File: config.mk
export PLATFORM = sky130hd
export DESIGN_NAME = tx_test_pattern_generator
export DESIGN_NICKNAME = d
export VERILOG_FILES = /design/src/shared/tx_test_pkg.sv /design/src/core/crc_byte_step.sv /design/src/core/tx_test_pattern_generator.sv
export SDC_FILE = /design/constraint.sdc
export NUM_CORES = 1
export LEC_CHECK = 0
export BUFFER_PORTS_ARGS = -buffer_cell sky130_fd_sc_hd__buf_2
export CORE_ASPECT_RATIO = 0.6
export CORE_UTILIZATION = 60
export DETAILED_ROUTE_END_ITERATION = 12
export PLACE_DENSITY = 0.86
export SYNTH_ARGS = -nofsm -noshare
export SYNTH_HDL_FRONTEND = slang
export SYNTH_SLANG_ARGS = --single-unit
File: constraint.sdc
create_clock -name clk -period 4.9 [get_ports clk]
set_clock_uncertainty 0.05 [all_clocks]
set_input_delay 0.245 -clock clk [delete_from_list [all_inputs] [get_ports clk]]
set_output_delay 0.245 -clock clk [all_outputs]
set_load 0.02 [all_outputs]
File: src/shared/tx_test_pkg.sv
// Constants, modes and states for the transmit test pattern generator
package tx_test_pkg;
    localparam int CLK_PERIOD_NS = 8;
    localparam int BIT_TIME_NS = 4000;
    localparam int BIT_CYCLES = (BIT_TIME_NS + CLK_PERIOD_NS - 1) / CLK_PERIOD_NS;
    localparam logic [8:0] BIT_CNT_LAST = 9'(BIT_CYCLES - 1);

    localparam logic [1:0] TXMODE_BUFFER = 2'h2;
    localparam logic [1:0] TXMODE_PSEUDO = 2'h3;

    localparam logic [7:0] PREAMBLE_BYTE = 8'h00;
    localparam logic [7:0] SFD_BYTE = 8'ha7;
    localparam logic [2:0] SFD_INDEX = 3'h4;
    localparam logic [5:0] SHR_LAST_BIT = 6'h27;

    localparam logic [15:0] PN_LAST_BIT = 16'hfffe;
    localparam logic [15:0] BUF_LAST_BIT = 16'h03ff;

    localparam logic [15:0] CRC_SEED = 16'h0000;
    localparam logic [15:0] CRC_POLY = 16'h8408;
    localparam logic [7:0] CRC_FEED = 8'hff;

    localparam logic [15:0] DAC_NO_OVERRIDE = 16'h0000;

    typedef enum logic [2:0] {
        ST_IDLE = 3'h1,
        ST_SYNC = 3'h2,
        ST_DATA = 3'h4
    } txState_t;
endpackage

File: src/core/crc_byte_step.sv
// One byte step of the LSB-first CRC-16 used as pattern source
`timescale 1ns/1ps
module crc_byte_step
    import tx_test_pkg::*;
(
    input wire logic [15:0] crcIn,
    input wire logic [7:0] dataIn,
    output logic [15:0] crcOut
);
    function automatic logic [15:0] crcBit(input logic [15:0] c, input logic d);
        crcBit = (c[0] ^ d) ? ((c >> 1) ^ CRC_POLY) : (c >> 1);
    endfunction

    logic [15:0] stage [0:8];

    assign stage[0] = crcIn;

    genvar i;
    generate
        for (i = 0; i < 8; i++) begin : gBit
            assign stage[i + 1] = crcBit(stage[i], dataIn[i]);
        end
    endgenerate

    assign crcOut = stage[8];
endmodule

File: src/core/tx_test_pattern_generator.sv
// Transmit test mode sequencer: sync header, then PN or buffer replay
`timescale 1ns/1ps
module tx_test_pattern_generator
    import tx_test_pkg::*;
(
    input wire logic clk,
    input wire logic rst_n,
    input wire logic [1:0] txMode,
    input wire logic [15:0] dacOverride,
    input wire logic transmitOnStrobe,
    input wire logic transmitOffStrobe,
    input wire logic oscStable,
    input wire logic [7:0] bufData,
    output logic [6:0] bufAddr,
    output logic txActive,
    output logic txBit,
    output logic bitStrobe,
    output logic dacHold,
    output logic [15:0] dacValue
);
    txState_t state_reg, state_next;
    logic [8:0] divCnt_reg;
    logic [5:0] shrCnt_reg;
    logic [15:0] seqCnt_reg;
    logic [2:0] bitIdx_reg;
    logic [15:0] crc_reg;
    logic [6:0] bufAddr_reg;
    logic pnMode_reg;
    logic txBit_reg;
    logic bitStrobe_reg;
    logic dacHold_reg;
    logic [15:0] dacValue_reg;
    logic txActive_reg;

    logic [15:0] crcStepped;
    wire isIdle = (state_reg == ST_IDLE);
    wire isSync = (state_reg == ST_SYNC);
    wire isData = (state_reg == ST_DATA);
    wire testMode = (txMode == TXMODE_BUFFER) || (txMode == TXMODE_PSEUDO);
    // Strobe without a stable oscillator would start a garbage stream
    wire startTx = isIdle && transmitOnStrobe && oscStable && testMode;
    wire stopTx = !isIdle && transmitOffStrobe;
    wire bitTick = !isIdle && (divCnt_reg == BIT_CNT_LAST);
    wire byteDone = bitTick && (bitIdx_reg == 3'h7);
    wire sfdNow = (shrCnt_reg[5:3] == SFD_INDEX);
    wire shrByte = sfdNow ? SFD_BYTE[bitIdx_reg] : PREAMBLE_BYTE[bitIdx_reg];
    wire shrDone = isSync && bitTick && (shrCnt_reg == SHR_LAST_BIT);
    wire [7:0] dataByte = pnMode_reg ? crc_reg[7:0] : bufData;
    wire [15:0] seqLast = pnMode_reg ? PN_LAST_BIT : BUF_LAST_BIT;
    wire seqDone = isData && bitTick && (seqCnt_reg == seqLast);
    wire outBit = isSync ? shrByte : dataByte[bitIdx_reg];
    // Stop clears the replay state at the stop edge itself, not a cycle later
    wire seqRestart = !isData || seqDone || stopTx;
    wire [5:0] shrCnt_next = isSync ? shrCnt_reg + 6'h01 : shrCnt_reg;
    wire [2:0] bitIdx_next = bitIdx_reg + 3'h1;
    wire [15:0] crc_next = pnMode_reg ? crcStepped : crc_reg;
    wire [6:0] bufAddr_next = pnMode_reg ? bufAddr_reg : bufAddr_reg + 7'h01;

    crc_byte_step uCrc (
        .crcIn(crc_reg),
        .dataIn(CRC_FEED),
        .crcOut(crcStepped)
    );

    always_comb begin
        state_next = state_reg;
        case (state_reg)
            ST_IDLE: begin
                if (startTx) begin
                    state_next = ST_SYNC;
                end
            end
            ST_SYNC: begin
                if (stopTx) begin
                    state_next = ST_IDLE;
                end else if (shrDone) begin
                    state_next = ST_DATA;
                end
            end
            ST_DATA: begin
                if (stopTx) begin
                    state_next = ST_IDLE;
                end
            end
            default: begin
                state_next = ST_IDLE;
            end
        endcase
    end

    always_ff @(posedge clk or negedge rst_n) begin
        if (!rst_n) begin
            state_reg <= ST_IDLE;
        end else begin
            state_reg <= state_next;
        end
    end

    // Bit-rate divider, held in phase with the start strobe
    always_ff @(posedge clk or negedge rst_n) begin
        if (!rst_n) begin
            divCnt_reg <= 9'h000;
        end else if (isIdle || bitTick) begin
            divCnt_reg <= 9'h000;
        end else begin
            divCnt_reg <= divCnt_reg + 9'h001;
        end
    end

    always_ff @(posedge clk or negedge rst_n) begin
        if (!rst_n) begin
            pnMode_reg <= 1'b0;
        end else if (startTx) begin
            pnMode_reg <= (txMode == TXMODE_PSEUDO);
        end
    end

    always_ff @(posedge clk or negedge rst_n) begin
        if (!rst_n) begin
            shrCnt_reg <= 6'h00;
        end else if (isIdle || shrDone || seqDone) begin
            shrCnt_reg <= 6'h00;
        end else if (bitTick) begin
            shrCnt_reg <= shrCnt_next;
        end
    end

    always_ff @(posedge clk or negedge rst_n) begin
        if (!rst_n) begin
            bitIdx_reg <= 3'h0;
        end else if (isIdle || shrDone || seqDone) begin
            bitIdx_reg <= 3'h0;
        end else if (bitTick) begin
            bitIdx_reg <= bitIdx_next;
        end
    end

    // PN length is not a byte multiple, so restart resets the bit index too
    always_ff @(posedge clk or negedge rst_n) begin
        if (!rst_n) begin
            seqCnt_reg <= 16'h0000;
        end else if (!isData || seqDone) begin
            seqCnt_reg <= 16'h0000;
        end else if (bitTick) begin
            seqCnt_reg <= seqCnt_reg + 16'h0001;
        end
    end

    always_ff @(posedge clk or negedge rst_n) begin
        if (!rst_n) begin
            crc_reg <= CRC_SEED;
        end else if (seqRestart) begin
            crc_reg <= CRC_SEED;
        end else if (byteDone) begin
            crc_reg <= crc_next;
        end
    end

    // Replay never waits on the buffer, so an underflow cannot stall it
    always_ff @(posedge clk or negedge rst_n) begin
        if (!rst_n) begin
            bufAddr_reg <= 7'h00;
        end else if (seqRestart) begin
            bufAddr_reg <= 7'h00;
        end else if (byteDone) begin
            bufAddr_reg <= bufAddr_next;
        end
    end

    always_ff @(posedge clk or negedge rst_n) begin
        if (!rst_n) begin
            txBit_reg <= 1'b0;
            bitStrobe_reg <= 1'b0;
        end else begin
            bitStrobe_reg <= bitTick && !stopTx;
            if (bitTick) begin
                txBit_reg <= outBit;
            end
        end
    end

    // Override sampled at start so a mid-stream write cannot glitch the carrier
    always_ff @(posedge clk or negedge rst_n) begin
        if (!rst_n) begin
            dacHold_reg <= 1'b0;
            dacValue_reg <= DAC_NO_OVERRIDE;
        end else if (startTx) begin
            dacHold_reg <= (dacOverride != DAC_NO_OVERRIDE);
            dacValue_reg <= dacOverride;
        end else if (state_next == ST_IDLE) begin
            dacHold_reg <= 1'b0;
        end
    end

    // Status taken from the next state so it stays in step with the state register
    always_ff @(posedge clk or negedge rst_n) begin
        if (!rst_n) begin
            txActive_reg <= 1'b0;
        end else begin
            txActive_reg <= (state_next != ST_IDLE);
        end
    end

    assign bufAddr = bufAddr_reg;
    assign txActive = txActive_reg;
    assign txBit = txBit_reg;
    assign bitStrobe = bitStrobe_reg;
    assign dacHold = dacHold_reg;
    assign dacValue = dacValue_reg;
endmodule

Yosys cells after proc, flatten, opt, wreduce, memory -nomap -nowiden
Memories as Yosys holds them, arrays and structs flattened.
Cells that the tools add are included.
{"block": "totals", "reg_bits": 81, "mem_bits_ro": 16, "out_inout_bits": 27, "wordCells": 109, "input_bits": 31, "mem_count": 2}
{"block": "classes", "n_bitwise": 8, "addsub": 5, "reduce_logical": 30, "n_eq_ne": 13, "n_mux": 37, "n_lt_le_gt_ge": 1}
{"memory": "(name not given)", "words": 8, "word_bits": 1, "read_ports": 1, "rd_clocked_by_memory_dff": 0, "write_ports": 0, "line": "tx_test_pattern_generator.sv:46", "text": "wire shrByte = sfdNow ? SFD_BYTE[bitIdx_reg] : PREAMBLE_BYTE[bitIdx_reg];"}
{"memory": "(name not given)", "words": 8, "word_bits": 1, "read_ports": 1, "rd_clocked_by_memory_dff": 0, "write_ports": 0, "line": "tx_test_pattern_generator.sv:46"}
{"operator": "two-way mux 16 bit", "n": 14}
{"operator": "inverter 2 -> 3 bit", "n": 8}
{"operator": "two-way mux 7 bit", "n": 3}
{"operator": "two-way mux 3 bit", "n": 6}
{"operator": "two-way mux 6 bit", "n": 3}
{"operator": "adder 16 x 1 -> 16 bit, second input constant", "n": 1}
{"operator": "equality test 16 bit", "n": 1}
{"operator": "nonzero test 16 bit", "n": 1}
{"operator": "nonzero test 2 bit", "n": 6}
{"operator": "logical AND 1 bit", "n": 11}
{"operator": "adder 9 x 1 -> 9 bit, second input constant", "n": 1}
{"operator": "equality test 3 bit, second input constant", "n": 3}
{"operator": "equality test 9 bit, second input constant", "n": 1}
{"operator": "two-way mux 9 bit", "n": 1}
{"operator": "case mux 3 bit (3 select lines)", "n": 1}
{"operator": "two-way mux 8 bit", "n": 1}
{"operator": "adder 7 x 1 -> 7 bit, second input constant", "n": 1}
{"operator": "two-way mux 1 bit", "n": 7}
{"operator": "adder 6 x 1 -> 6 bit, second input constant", "n": 1}
{"operator": "equality test 3 x 1 -> 1 bit, second input constant", "n": 2}
{"operator": "equality test 6 bit, second input constant", "n": 1}
{"operator": "logical OR 1 bit", "n": 6}
{"operator": "AND reduction 2 bit", "n": 3}
{"operator": "equality test 2 bit, second input constant", "n": 2}
{"operator": "7 further kinds", "n": 9}

Longest topological paths before layout
Gate-level depths: netlist of the first run.
{"block": "depth", "word_depth": 19, "ltp_mapped": 8, "depth_no_buf": 7}

Cells and area by module
A second synthesis of the first run with hierarchy kept.
{"block": "hier_totals", "cells_unflattened": 386, "area_unflattened_um2": 4161.5}
{"module": "tx_test_pattern_generator", "seq_area_each_um2": 2028.2, "area_per_inst_um2": 3788.6, "cells_per_inst": 361, "instances": 1}
{"module": "crc_byte_step", "seq_area_each_um2": 0.0, "area_per_inst_um2": 372.9, "cells_per_inst": 25, "instances": 1}

Worst setup path after synthesis of the first run
Ideal clock, no wire load.
{"block": "synth_timing", "kind": "register to register", "startpoint": "register divCnt_reg[0]", "endpoint": "register crc_reg[12]", "synth_period_minus_slack_ns": 1.952, "required_time_ns": 4.718, "setup_time_ns": 0.132, "n_path_buf": 1, "path_stages_with_launch": 8, "path_slack_ns": 2.948, "arrival_ns": 1.770, "cell_sequence": "dfrtp_1 -> ha_1 -> nand4bb_4 -> nor2_2 -> nand2_1 -> o21ai_4 -> buf_6 -> a211oi_2"}
{"block": "synth_via", "elab_chain_len": 8, "word_cells_on_any_way": 11, "cone_classes": "eq/ne: 1; mux: 1; reduce/logical: 9"}
{"element": "from (decl)", "line": "tx_test_pattern_generator.sv:22", "text": "logic [8:0] divCnt_reg;"}
{"element": "from (signal assigned)", "line": "tx_test_pattern_generator.sv:106", "text": "divCnt_reg <= divCnt_reg + 9'h001;"}
{"element": "equality test 9 bit *", "line": "tx_test_pattern_generator.sv:43", "text": "wire bitTick = !isIdle && (divCnt_reg == BIT_CNT_LAST);"}
{"element": "logical AND 1 bit *", "line": "tx_test_pattern_generator.sv:43"}
{"element": "logical AND 1 bit (2 in series)", "line": "tx_test_pattern_generator.sv:50", "text": "wire seqDone = isData && bitTick && (seqCnt_reg == seqLast);"}
{"element": "logical OR 1 bit (2 in series)", "line": "tx_test_pattern_generator.sv:53", "text": "wire seqRestart = !isData || seqDone || stopTx;"}
{"element": "nonzero test 2 bit (no line)"}
{"element": "AND reduction 2 bit (no line)"}
{"element": "to (signal assigned)", "line": "tx_test_pattern_generator.sv:155", "text": "crc_reg <= crc_next;"}
{"element": "to (decl)", "line": "tx_test_pattern_generator.sv:26", "text": "logic [15:0] crc_reg;"}
Mark *: on every way between the ends. The rest lies on a longest branch, timed or not.
A chain may end at the register's enable or synchronous reset.

Worst setup path after layout of the first run
{"block": "layout_timing", "startpoint": "register divCnt_reg[0]", "endpoint": "register crc_reg[4]"}
The elaborated chain is that of the path after synthesis.

==> metrics.cfg, run 1 <==
[critical_path]
end_kind = flip-flop
worstSetupPathType = reg -> reg
slowest_stage = o21ai_4
path_buf_inv = 0
crit_arrival_ns = 2.67
reg2reg_to = crc_reg[4]
cpPeakStageDelay_ns = 0.68
ff2ff_path_depth = 6
crit_fanout = 23
crit_path_start_kind = flip-flop
cp_top_family = simple AND/OR/NAND/NOR gates
crit_chain = ha_1 -> nand4bb_4 -> nor2_2 -> nand2_1 -> o21ai_4 -> nor2_1
worstReg2RegStart = divCnt_reg[0]
r2r_slack_ns = 2.37
worstPathRequired_ns = 5.04

[synth]
syn_area_per_cell_um2 = 11.1
synth-seq-cells = 81
synth_largest_area_cell = dfrtp_1
synth_top_area_share_pct = 47.9
synth.net_count = 415
yosys_warnings = 0
seq_area_frac_synth_pct = 48.5
async_flop_share_pct = 100
netlist_area_um2 = 4180
synth_area_leaders = dfrtp_1 48%, xor2_1 5.7%, nor2_1 5.6%
synthCells = 378
synth_edf_count = 0
synthFlopType = dfrtp_1
yosysUniqueCellTypes = 50

[flow_run]
cap_violations = 0

[grt]
grt_max_degree = 82
grt_pass1_vias = 2869
gr-total-overflow = 0
gr-usage-all-layers_pct = 27.0
grt_pass1_wl_um = 14300
antenna_found_initial = 0

[sta]
holdWs_ns = -0.0156
grt_setup_unrepaired = false
slew_violations = 0
max_freq_ghz = 0.395
post-route-period-util_pct = 51.6
max_slew_margin_pct = 32.9
setup_violations = 0
worstMarginPinSlew_ns = 1.01
fin_setup_tns_ns = 0
hold_viol_final = 5
layout_min_cycle_time_ns = 2.53

[route]
post_drt_wl_per_cell_um = 16.6
drtIter0Drc = 205
drc = 0
drt-total-wl_um = 8670
drt-vias-per-instance = 5.73
dr.pass1.iters = 4
ant_nets = 0
num_vias = 2989

[cts]
htree_levels = 3
cts_sinks = 81
hold_buffers = 0
cts_setup_buffers = 0
cts_root_buffer = clkbuf_16
cts.clk_slew.worst_paths_ns = 0.06
cts.path.max_buffers = 2
clock_latency_ns = 0.34
cts_tree = built
cts_inserted_buffers = 9
cts_resized = 0

[pwr]
power_density_nw_per_um2 = 337
p_leak_nw = 2.08
ir_drop_uv = 304

[floorplanning]
die_area_um2 = 7320
rows = 23
chipHeight_um = 66.7
ios = 58
coreArea_um2 = 6710
start_util_pct = 62.3
die_width_um = 110

[final_layout]
final_common_cell = dfrtp_1
drive_gt1_share_pct = 26.9
antenna_cells = 0
area_delta_synth_final_pct = 14.8
final_cell_mix = 80 x dfrtp_1, 62 x nor2_1, 56 x buf_2
nets = 467

[placed_design]
gp_congestion = 0.798
port_buffers = 57
dpl.hpwl_um = 6190

[run_status]
status = finished with violations
violations = negative hold slack

[worst_hold_path]
min_path_type = in -> async

## per-stage QoR
stage               utilization, %  total power, mW  setup slack [ns]  std cells  cell area, µm²
global route                  71.6             1.68              2.10        522            4800
global placement              66.8            0.903              2.46        506            4480
floorplan                        -            0.836              2.95        378            4180
detailed placement            66.8            0.911              2.37        506            4480
CTS                           71.6             1.63              2.36        522            4800
finish                        71.6             1.62              2.37        522            4800
## synthesized netlist by cell type (4+ instances only)
| library cell | count |
|---|---|
| nor4_1 | 4 |
| buf_2 | 8 |
| nor2_2 | 7 |
| ha_1 | 6 |
| nand2_1 | 23 |
| and3_1 | 8 |
| xor2_1 | 27 |
| a21oi_1 | 11 |
| nor2_1 | 62 |
| nand4_1 | 14 |
| nand3_1 | 15 |
| mux2_2 | 10 |
| xnor2_1 | 26 |
| mux2_1 | 8 |
| mux2i_1 | 4 |
| a211oi_2 | 4 |
| dfrtp_1 | 80 |
| clkbuf_1 | 4 |
## logic make-up after synthesis
family	after synthesis	synth area share [%]
DFF	81	48.5
adders and majority gates	6	1.80
AOI/OAI and AO/OA	34	6.79
buffers and inverters	19	2.57
muxes	25	7.42
and+or+nand+nor	160	21.8
xor gates and xnor gates	53	11.1
## cell type report
cell class,count,area (µm²)
clock inverter,7,95.1
timing repair buffer,57,288
inverter,3,11.3
tap,87,109
multi-input combinational,278,2040
clock buffer,9,225
fill,468,1900
sequential,81,2030
## how the worst max path moves through the flow
stage                        endpoint  cells past startpoint          start
after floorplan           crc_reg[12]                      7  divCnt_reg[0]
after global placement     crc_reg[3]                      6  divCnt_reg[0]
after detailed placement   crc_reg[4]                      6  divCnt_reg[0]
after CTS                  crc_reg[4]                      6  divCnt_reg[0]
after global routing      crc_reg[10]                      6  divCnt_reg[0]
final                      crc_reg[4]                      6  divCnt_reg[0]
## layer usage
| metal | part of all wire (%) | wire [µm] | global-route usage (%) |
|---|---|---|---|
| met5 | 0 | 0 | 0 |
| met2 | 46 | 4010 | 41.4 |
| met4 | 1.8 | 157 | 9.17 |
| met3 | 5.4 | 470 | 7.53 |
| met1 | 47 | 4040 | 37.0 |
## where the power goes
part           leakage (nW)  internal [mW]  switching [mW]
logic                 0.841         0.0682          0.0991
clock network         0.155          0.446           0.274
registers              1.09          0.704          0.0251
total                  2.08           1.22           0.398
Power figures use the tool's default switching activity.
==> run 2, diff against run 1 <==
CORE_UTILIZATION = 57   (was 60)
PLACE_DENSITY = 0.82   (was 0.86)
clock period = 2.35 ns   (was 4.9 ns; I/O delays follow)
==> metrics.cfg, run 2 (synthesized netlist as in run 1, its figures left out) <==
[sta]
setup_slack_ns = 0.261
holdWs_ns = 0.182
post-route-period-util_pct = 88.9
grt_setup_unrepaired = false
hold_viol_final = 0
worstMarginPinSlew_ns = 0.534
layout_min_cycle_time_ns = 2.09
fin_setup_tns_ns = 0
max_slew_margin_pct = 64.1
setup_violations = 0
max_freq_ghz = 0.479
slew_violations = 0

[pwr]
p_int_mw = 2.36
p_leak_nw = 2.19
p_seq_share_pct = 47.1
switching_power_mw = 0.875
ir_drop_uv = 418
p_comb_share_pct = 11.9
switching_share_pct = 27.1
power_frac_clock_pct = 41.0
finalPower_mw = 3.24
power_density_nw_per_um2 = 642

[placed_design]
place_ws_ns = 0.325
gp_congestion = 0.807
port_buffers = 57
place_area_um2 = 4570
dpl.hpwl_um = 6140

[route]
ant_nets = 0
drc = 0
post_drt_wl_per_cell_um = 17.4
drt-total-wl_um = 9580
dr.pass1.iters = 5
drt-vias-per-instance = 5.78
drtIter0Drc = 280
num_vias = 3181

[cts]
cts_root_buffer = clkbuf_16
hold_buffers = 19
htree_levels = 3
cts_inserted_buffers = 9
cts_sinks = 81
cts_setup_buffers = 0
cts_resized = 0
clock_latency_ns = 0.35
cts.path.max_buffers = 2
cts_tree = built
cts.clk_slew.worst_paths_ns = 0.07

[final_layout]
area_delta_synth_final_pct = 20.7
num-fill-cells = 457
drive_gt1_share_pct = 27.2
nets = 495
final_cell_mix = 80 x dfrtp_1, 62 x nor2_1, 56 x buf_2
final_common_cell = dfrtp_1
seq_area_um2 = 2030
multi_input_area_um2 = 2040
finalInstanceArea_um2 = 5040
antenna_cells = 0

[flow_run]
cap_violations = 0

[grt]
grt_max_degree = 82
grt_pass1_vias = 3147
gr-usage-all-layers_pct = 27.4
grt_pass1_wl_um = 15600
gr-total-overflow = 0
antenna_found_initial = 0

[run_status]
status = complete, no violations

[floorplanning]
start_util_pct = 60.8
die_area_um2 = 7690
coreArea_um2 = 6880
rows = 23
die_width_um = 113
ios = 58
chipHeight_um = 68.3

[critical_path]
crit_path_start_kind = flip-flop
worstPathRequired_ns = 2.51
crit_arrival_ns = 2.25
worstSetupPathType = reg -> reg
crit_fanout = 14
end_kind = flip-flop

[worst_hold_path]
min_path_type = in -> reg

[run 2: changes by cell type in the layout (fill, tap and decap cells not counted)]
cell | before | now
bufinv_16 | 2 | 0
clkinv_2 | 2 | 1
inv_6 | 0 | 2
dlygate4sd3_1 | 0 | 19
clkinvlp_4 | 1 | 2
buf_4 | 1 | 8
buf_12 | 0 | 2
[run 2: worst paths after layout]
path | start | to | slack (ns) | depth (start not counted)
max reg2reg | seqCnt_reg[10] | seqCnt_reg[11] | 0.26 | 5
min reg2reg | dacValue[9] | dacValue[9] | 0.44 | 1
min | transmitOnStrobe | dacHold | 0.18 | 5
min in group asynchronous | rst_n | divCnt_reg[7] | 0.29 | 3
max | seqCnt_reg[10] | seqCnt_reg[11] | 0.26 | 5
max in group asynchronous | rst_n | state_reg[0] | 1.59 | 3
[run 2: layout make-up]
class | instances | share of cell area, %
Multi-Input combinational cell | 278 | 40.5
Inverter | 3 | 0.223
Timing Repair Buffer | 85 | 11.3
Tap cell | 87 | 2.16
Clock buffer | 9 | 4.47
Clock inverter | 7 | 1.09
Sequential cell | 81 | 40.2
[run 2: worst max-delay path, stage by stage (launching register included)]
cell and delay (ns):
dfrtp_1 0.44, or4_4 0.57, nor4_4 0.20, o211ai_4 0.18
o21ai_4 0.38, nor2_1 0.13
[run 2: power groups by stage]
stage	clock network, mW	registers [mW]	logic, mW
after global routing	1.40	1.53	0.413
final	1.33	1.52	0.386
after CTS	1.33	1.52	0.385
after global placement	0	1.54	0.351
after floorplan	0	1.61	0.128
after detailed placement	0	1.55	0.359
[run 2: per-stage QoR]
step	utilization (%)	std cells
2_1_floorplan	-	378
3_3_place_gp	66.5	515
3_5_place_dp	66.5	515
4_1_cts	73.3	550
5_1_grt	73.3	550
6_report	73.3	550
[run 2: metal layers]
layer	vias up	track usage, %	wire, µm
met2	116	44.4	4420
li1	1479	-	-
met3	23	6.29	469
met5	-	0	0
met1	1563	36.5	4470
met4	0	10.8	216
==> run 3, diff against run 2 <==
--- a/config.mk
+++ b/config.mk
@@ -12,4 +12,6 @@
 export PLACE_DENSITY = 0.82
+export SLEW_MARGIN = 20
 export SYNTH_ARGS = -nofsm -noshare
 export SYNTH_HDL_FRONTEND = slang
+export SYNTH_HIERARCHICAL = 1
 export SYNTH_SLANG_ARGS = --single-unit
==> constraint.sdc (replaced) <==
create_clock -name clk -period 2.35 [get_ports clk]
set_clock_uncertainty 0.05 [all_clocks]
set_input_delay 0.235 -clock clk [delete_from_list [all_inputs] [get_ports clk]]
set_output_delay 0.235 -clock clk [all_outputs]
set_load 0.02 [all_outputs]
==> metrics.cfg, run 3 <==
[route]
ant_nets = 0
post_drt_wl_per_cell_um = 16.3
drt-total-wl_um = 9080
dr.pass1.iters = 9
drt-vias-per-instance = 5.76
drtIter0Drc = 193
num_vias = 3203
drc = 1

[pwr]
power_density_nw_per_um2 = 678
p_leak_nw = 2.21
ir_drop_uv = 671

[run_status]
violations = design-rule violations
status = finished with violations

[cts]
cts.path.max_buffers = 2
cts_tree = built
cts_inserted_buffers = 9
clock_latency_ns = 0.34
hold_buffers = 1
cts.clk_slew.worst_paths_ns = 0.06
cts_setup_buffers = 0
cts_resized = 0
cts_root_buffer = clkbuf_16
cts_sinks = 81
htree_levels = 3

[final_layout]
fin_util_pct = 72.8
area_delta_synth_final_pct = 19.8
final_cell_mix = 80 x dfrtp_1, 56 x buf_2, 49 x nand2_1
num-fill-cells = 480
drive_gt1_share_pct = 25.8
antenna_cells = 0
nets = 502
final_common_cell = dfrtp_1

[synth]
synth_edf_count = 0
synthFlopType = dfrtp_1
synth-seq-cells = 81
synth_largest_area_cell = dfrtp_1
yosys_warnings = 6
yosysUniqueCellTypes = 48
synth_common_cells = 80 x dfrtp_1, 49 x nand2_1, 47 x nor2_1
async_flop_share_pct = 100
seq_area_frac_synth_pct = 48.7
synth_area_leaders = dfrtp_1 48%, xnor2_1 6.3%, mux2_2 4.9%
syn_area_per_cell_um2 = 10.8
netlist_area_um2 = 4160
synth.most_common_cell = dfrtp_1
synthCells = 386
synth_top_area_share_pct = 48.1

[critical_path]
ff2ff_path_depth = 5
worstPathRequired_ns = 2.52
worstSetupPathType = reg -> reg
crit_path_start_kind = flip-flop
worstReg2RegStart = state_reg[2]
crit_fanout = 9
r2r_slack_ns = 0.15
crit_arrival_ns = 2.37
end_kind = flip-flop
reg2reg_to = shrCnt_reg[0]

[grt]
grt_pass1_wl_um = 14700
grt_max_degree = 51
gr-usage-all-layers_pct = 25.5
grt_pass1_vias = 3002
gr-total-overflow = 0
antenna_found_initial = 0

[sta]
setup_slack_ns = 0.146
slew_violations = 0
max_slew_margin_pct = 63.5
max_freq_ghz = 0.454
setup_violations = 0
fin_setup_tns_ns = 0
grt_setup_unrepaired = false
holdWs_ns = 0.0891
post-route-period-util_pct = 93.8
worstMarginPinSlew_ns = 0.548
hold_viol_final = 0
layout_min_cycle_time_ns = 2.20

[placed_design]
place_ws_ns = 0.180
port_buffers = 57
gp_congestion = 0.801
dpl.hpwl_um = 6200

[floorplanning]
die_area_um2 = 7660
ios = 58
start_util_pct = 60.8
rows = 23
chipHeight_um = 68.2
die_width_um = 112
coreArea_um2 = 6850

[worst_hold_path]
min_path_type = in -> reg
hold_start = txMode[0]
min_to = pnMode_reg
worstHoldPathCells = 2

[flow_run]
cap_violations = 0

==> run 3: cell types whose count changed after synthesis, sizes merged, moves of 7 or more <==
cell and delta:
a21oi +9, xnor2 +7, nand2 +26, a211oi -7, nor2 -23, xor2 -12
==> run 3: kinds of logic (layout without fill, tap and decap cells) <==
group	Yosys count	after routing	synth area share, %
simple gates	164	164	19.4
mux	26	26	7.70
other cells	1	9	0.0901
buf+inv	17	92	1.71
flops	81	81	48.7
fa+ha+maj	6	6	1.80
compound gates	34	34	4.75
xor+xnor	57	57	15.8
==> run 3: how the worst max path moves through the flow <==
stage,slack [ns],depth (start not counted),to,start
2_1_floorplan,0.22,5,state_reg[1],state_reg[2]
3_3_place_gp,0.22,5,shrCnt_reg[1],state_reg[2]
3_5_place_dp,0.18,5,shrCnt_reg[0],state_reg[2]
4_1_cts,0.16,5,shrCnt_reg[0],state_reg[2]
5_1_grt,0.06,7,bufAddr[6],bitIdx_reg[1]
6_report,0.15,5,shrCnt_reg[0],state_reg[2]
==> run 3: area by class of cell <==
| cell class | count | area, µm² | area share (%) |
|---|---|---|---|
| multi-input cells | 296 | 2090 | 42.0 |
| flip-flops and latches | 81 | 2030 | 40.7 |
| repair buffers | 73 | 435 | 8.73 |
| clock buffers | 11 | 253 | 5.07 |
| well taps | 87 | 109 | 2.18 |
| clock inverters | 4 | 52.6 | 1.05 |
| inverters | 4 | 15.0 | 0.301 |
==> run 3: metrics by stage <==
step / power [mW] / std cells / cell area [µm²]
final: 3.38 / 556 / 4980
after global routing: 3.49 / 556 / 4980
after CTS: 3.41 / 556 / 4980
after detailed placement: 1.97 / 540 / 4670
after global placement: 1.96 / 540 / 4670
after floorplan: 1.80 / 394 / 4190
==> run 3: critical path, cell delays in order (launching register included) <==
cell     delay [ns]
dfrtp_1        0.41
or3b_1         0.42
or4b_4         0.56
or3_4          0.43
nand3_4        0.14
nor2_1         0.08
==> run 3: where the power goes <==
part           internal (mW)  switching (mW)  leakage (nW)  total (mW)
Sequential              1.47          0.0487          1.09        1.52
Clock                  0.876           0.550         0.152        1.43
Combinational          0.202           0.233         0.970       0.435
Total                   2.55           0.832          2.21        3.38
==> run 3: per-layer routing <==
layer	part of all wire, %	wire length [µm]	global-route usage, %
met4	1.4	125	9.50
met2	45	4130	39.7
met3	5.4	492	6.11
met1	48	4340	35.3
met5	0	0	0
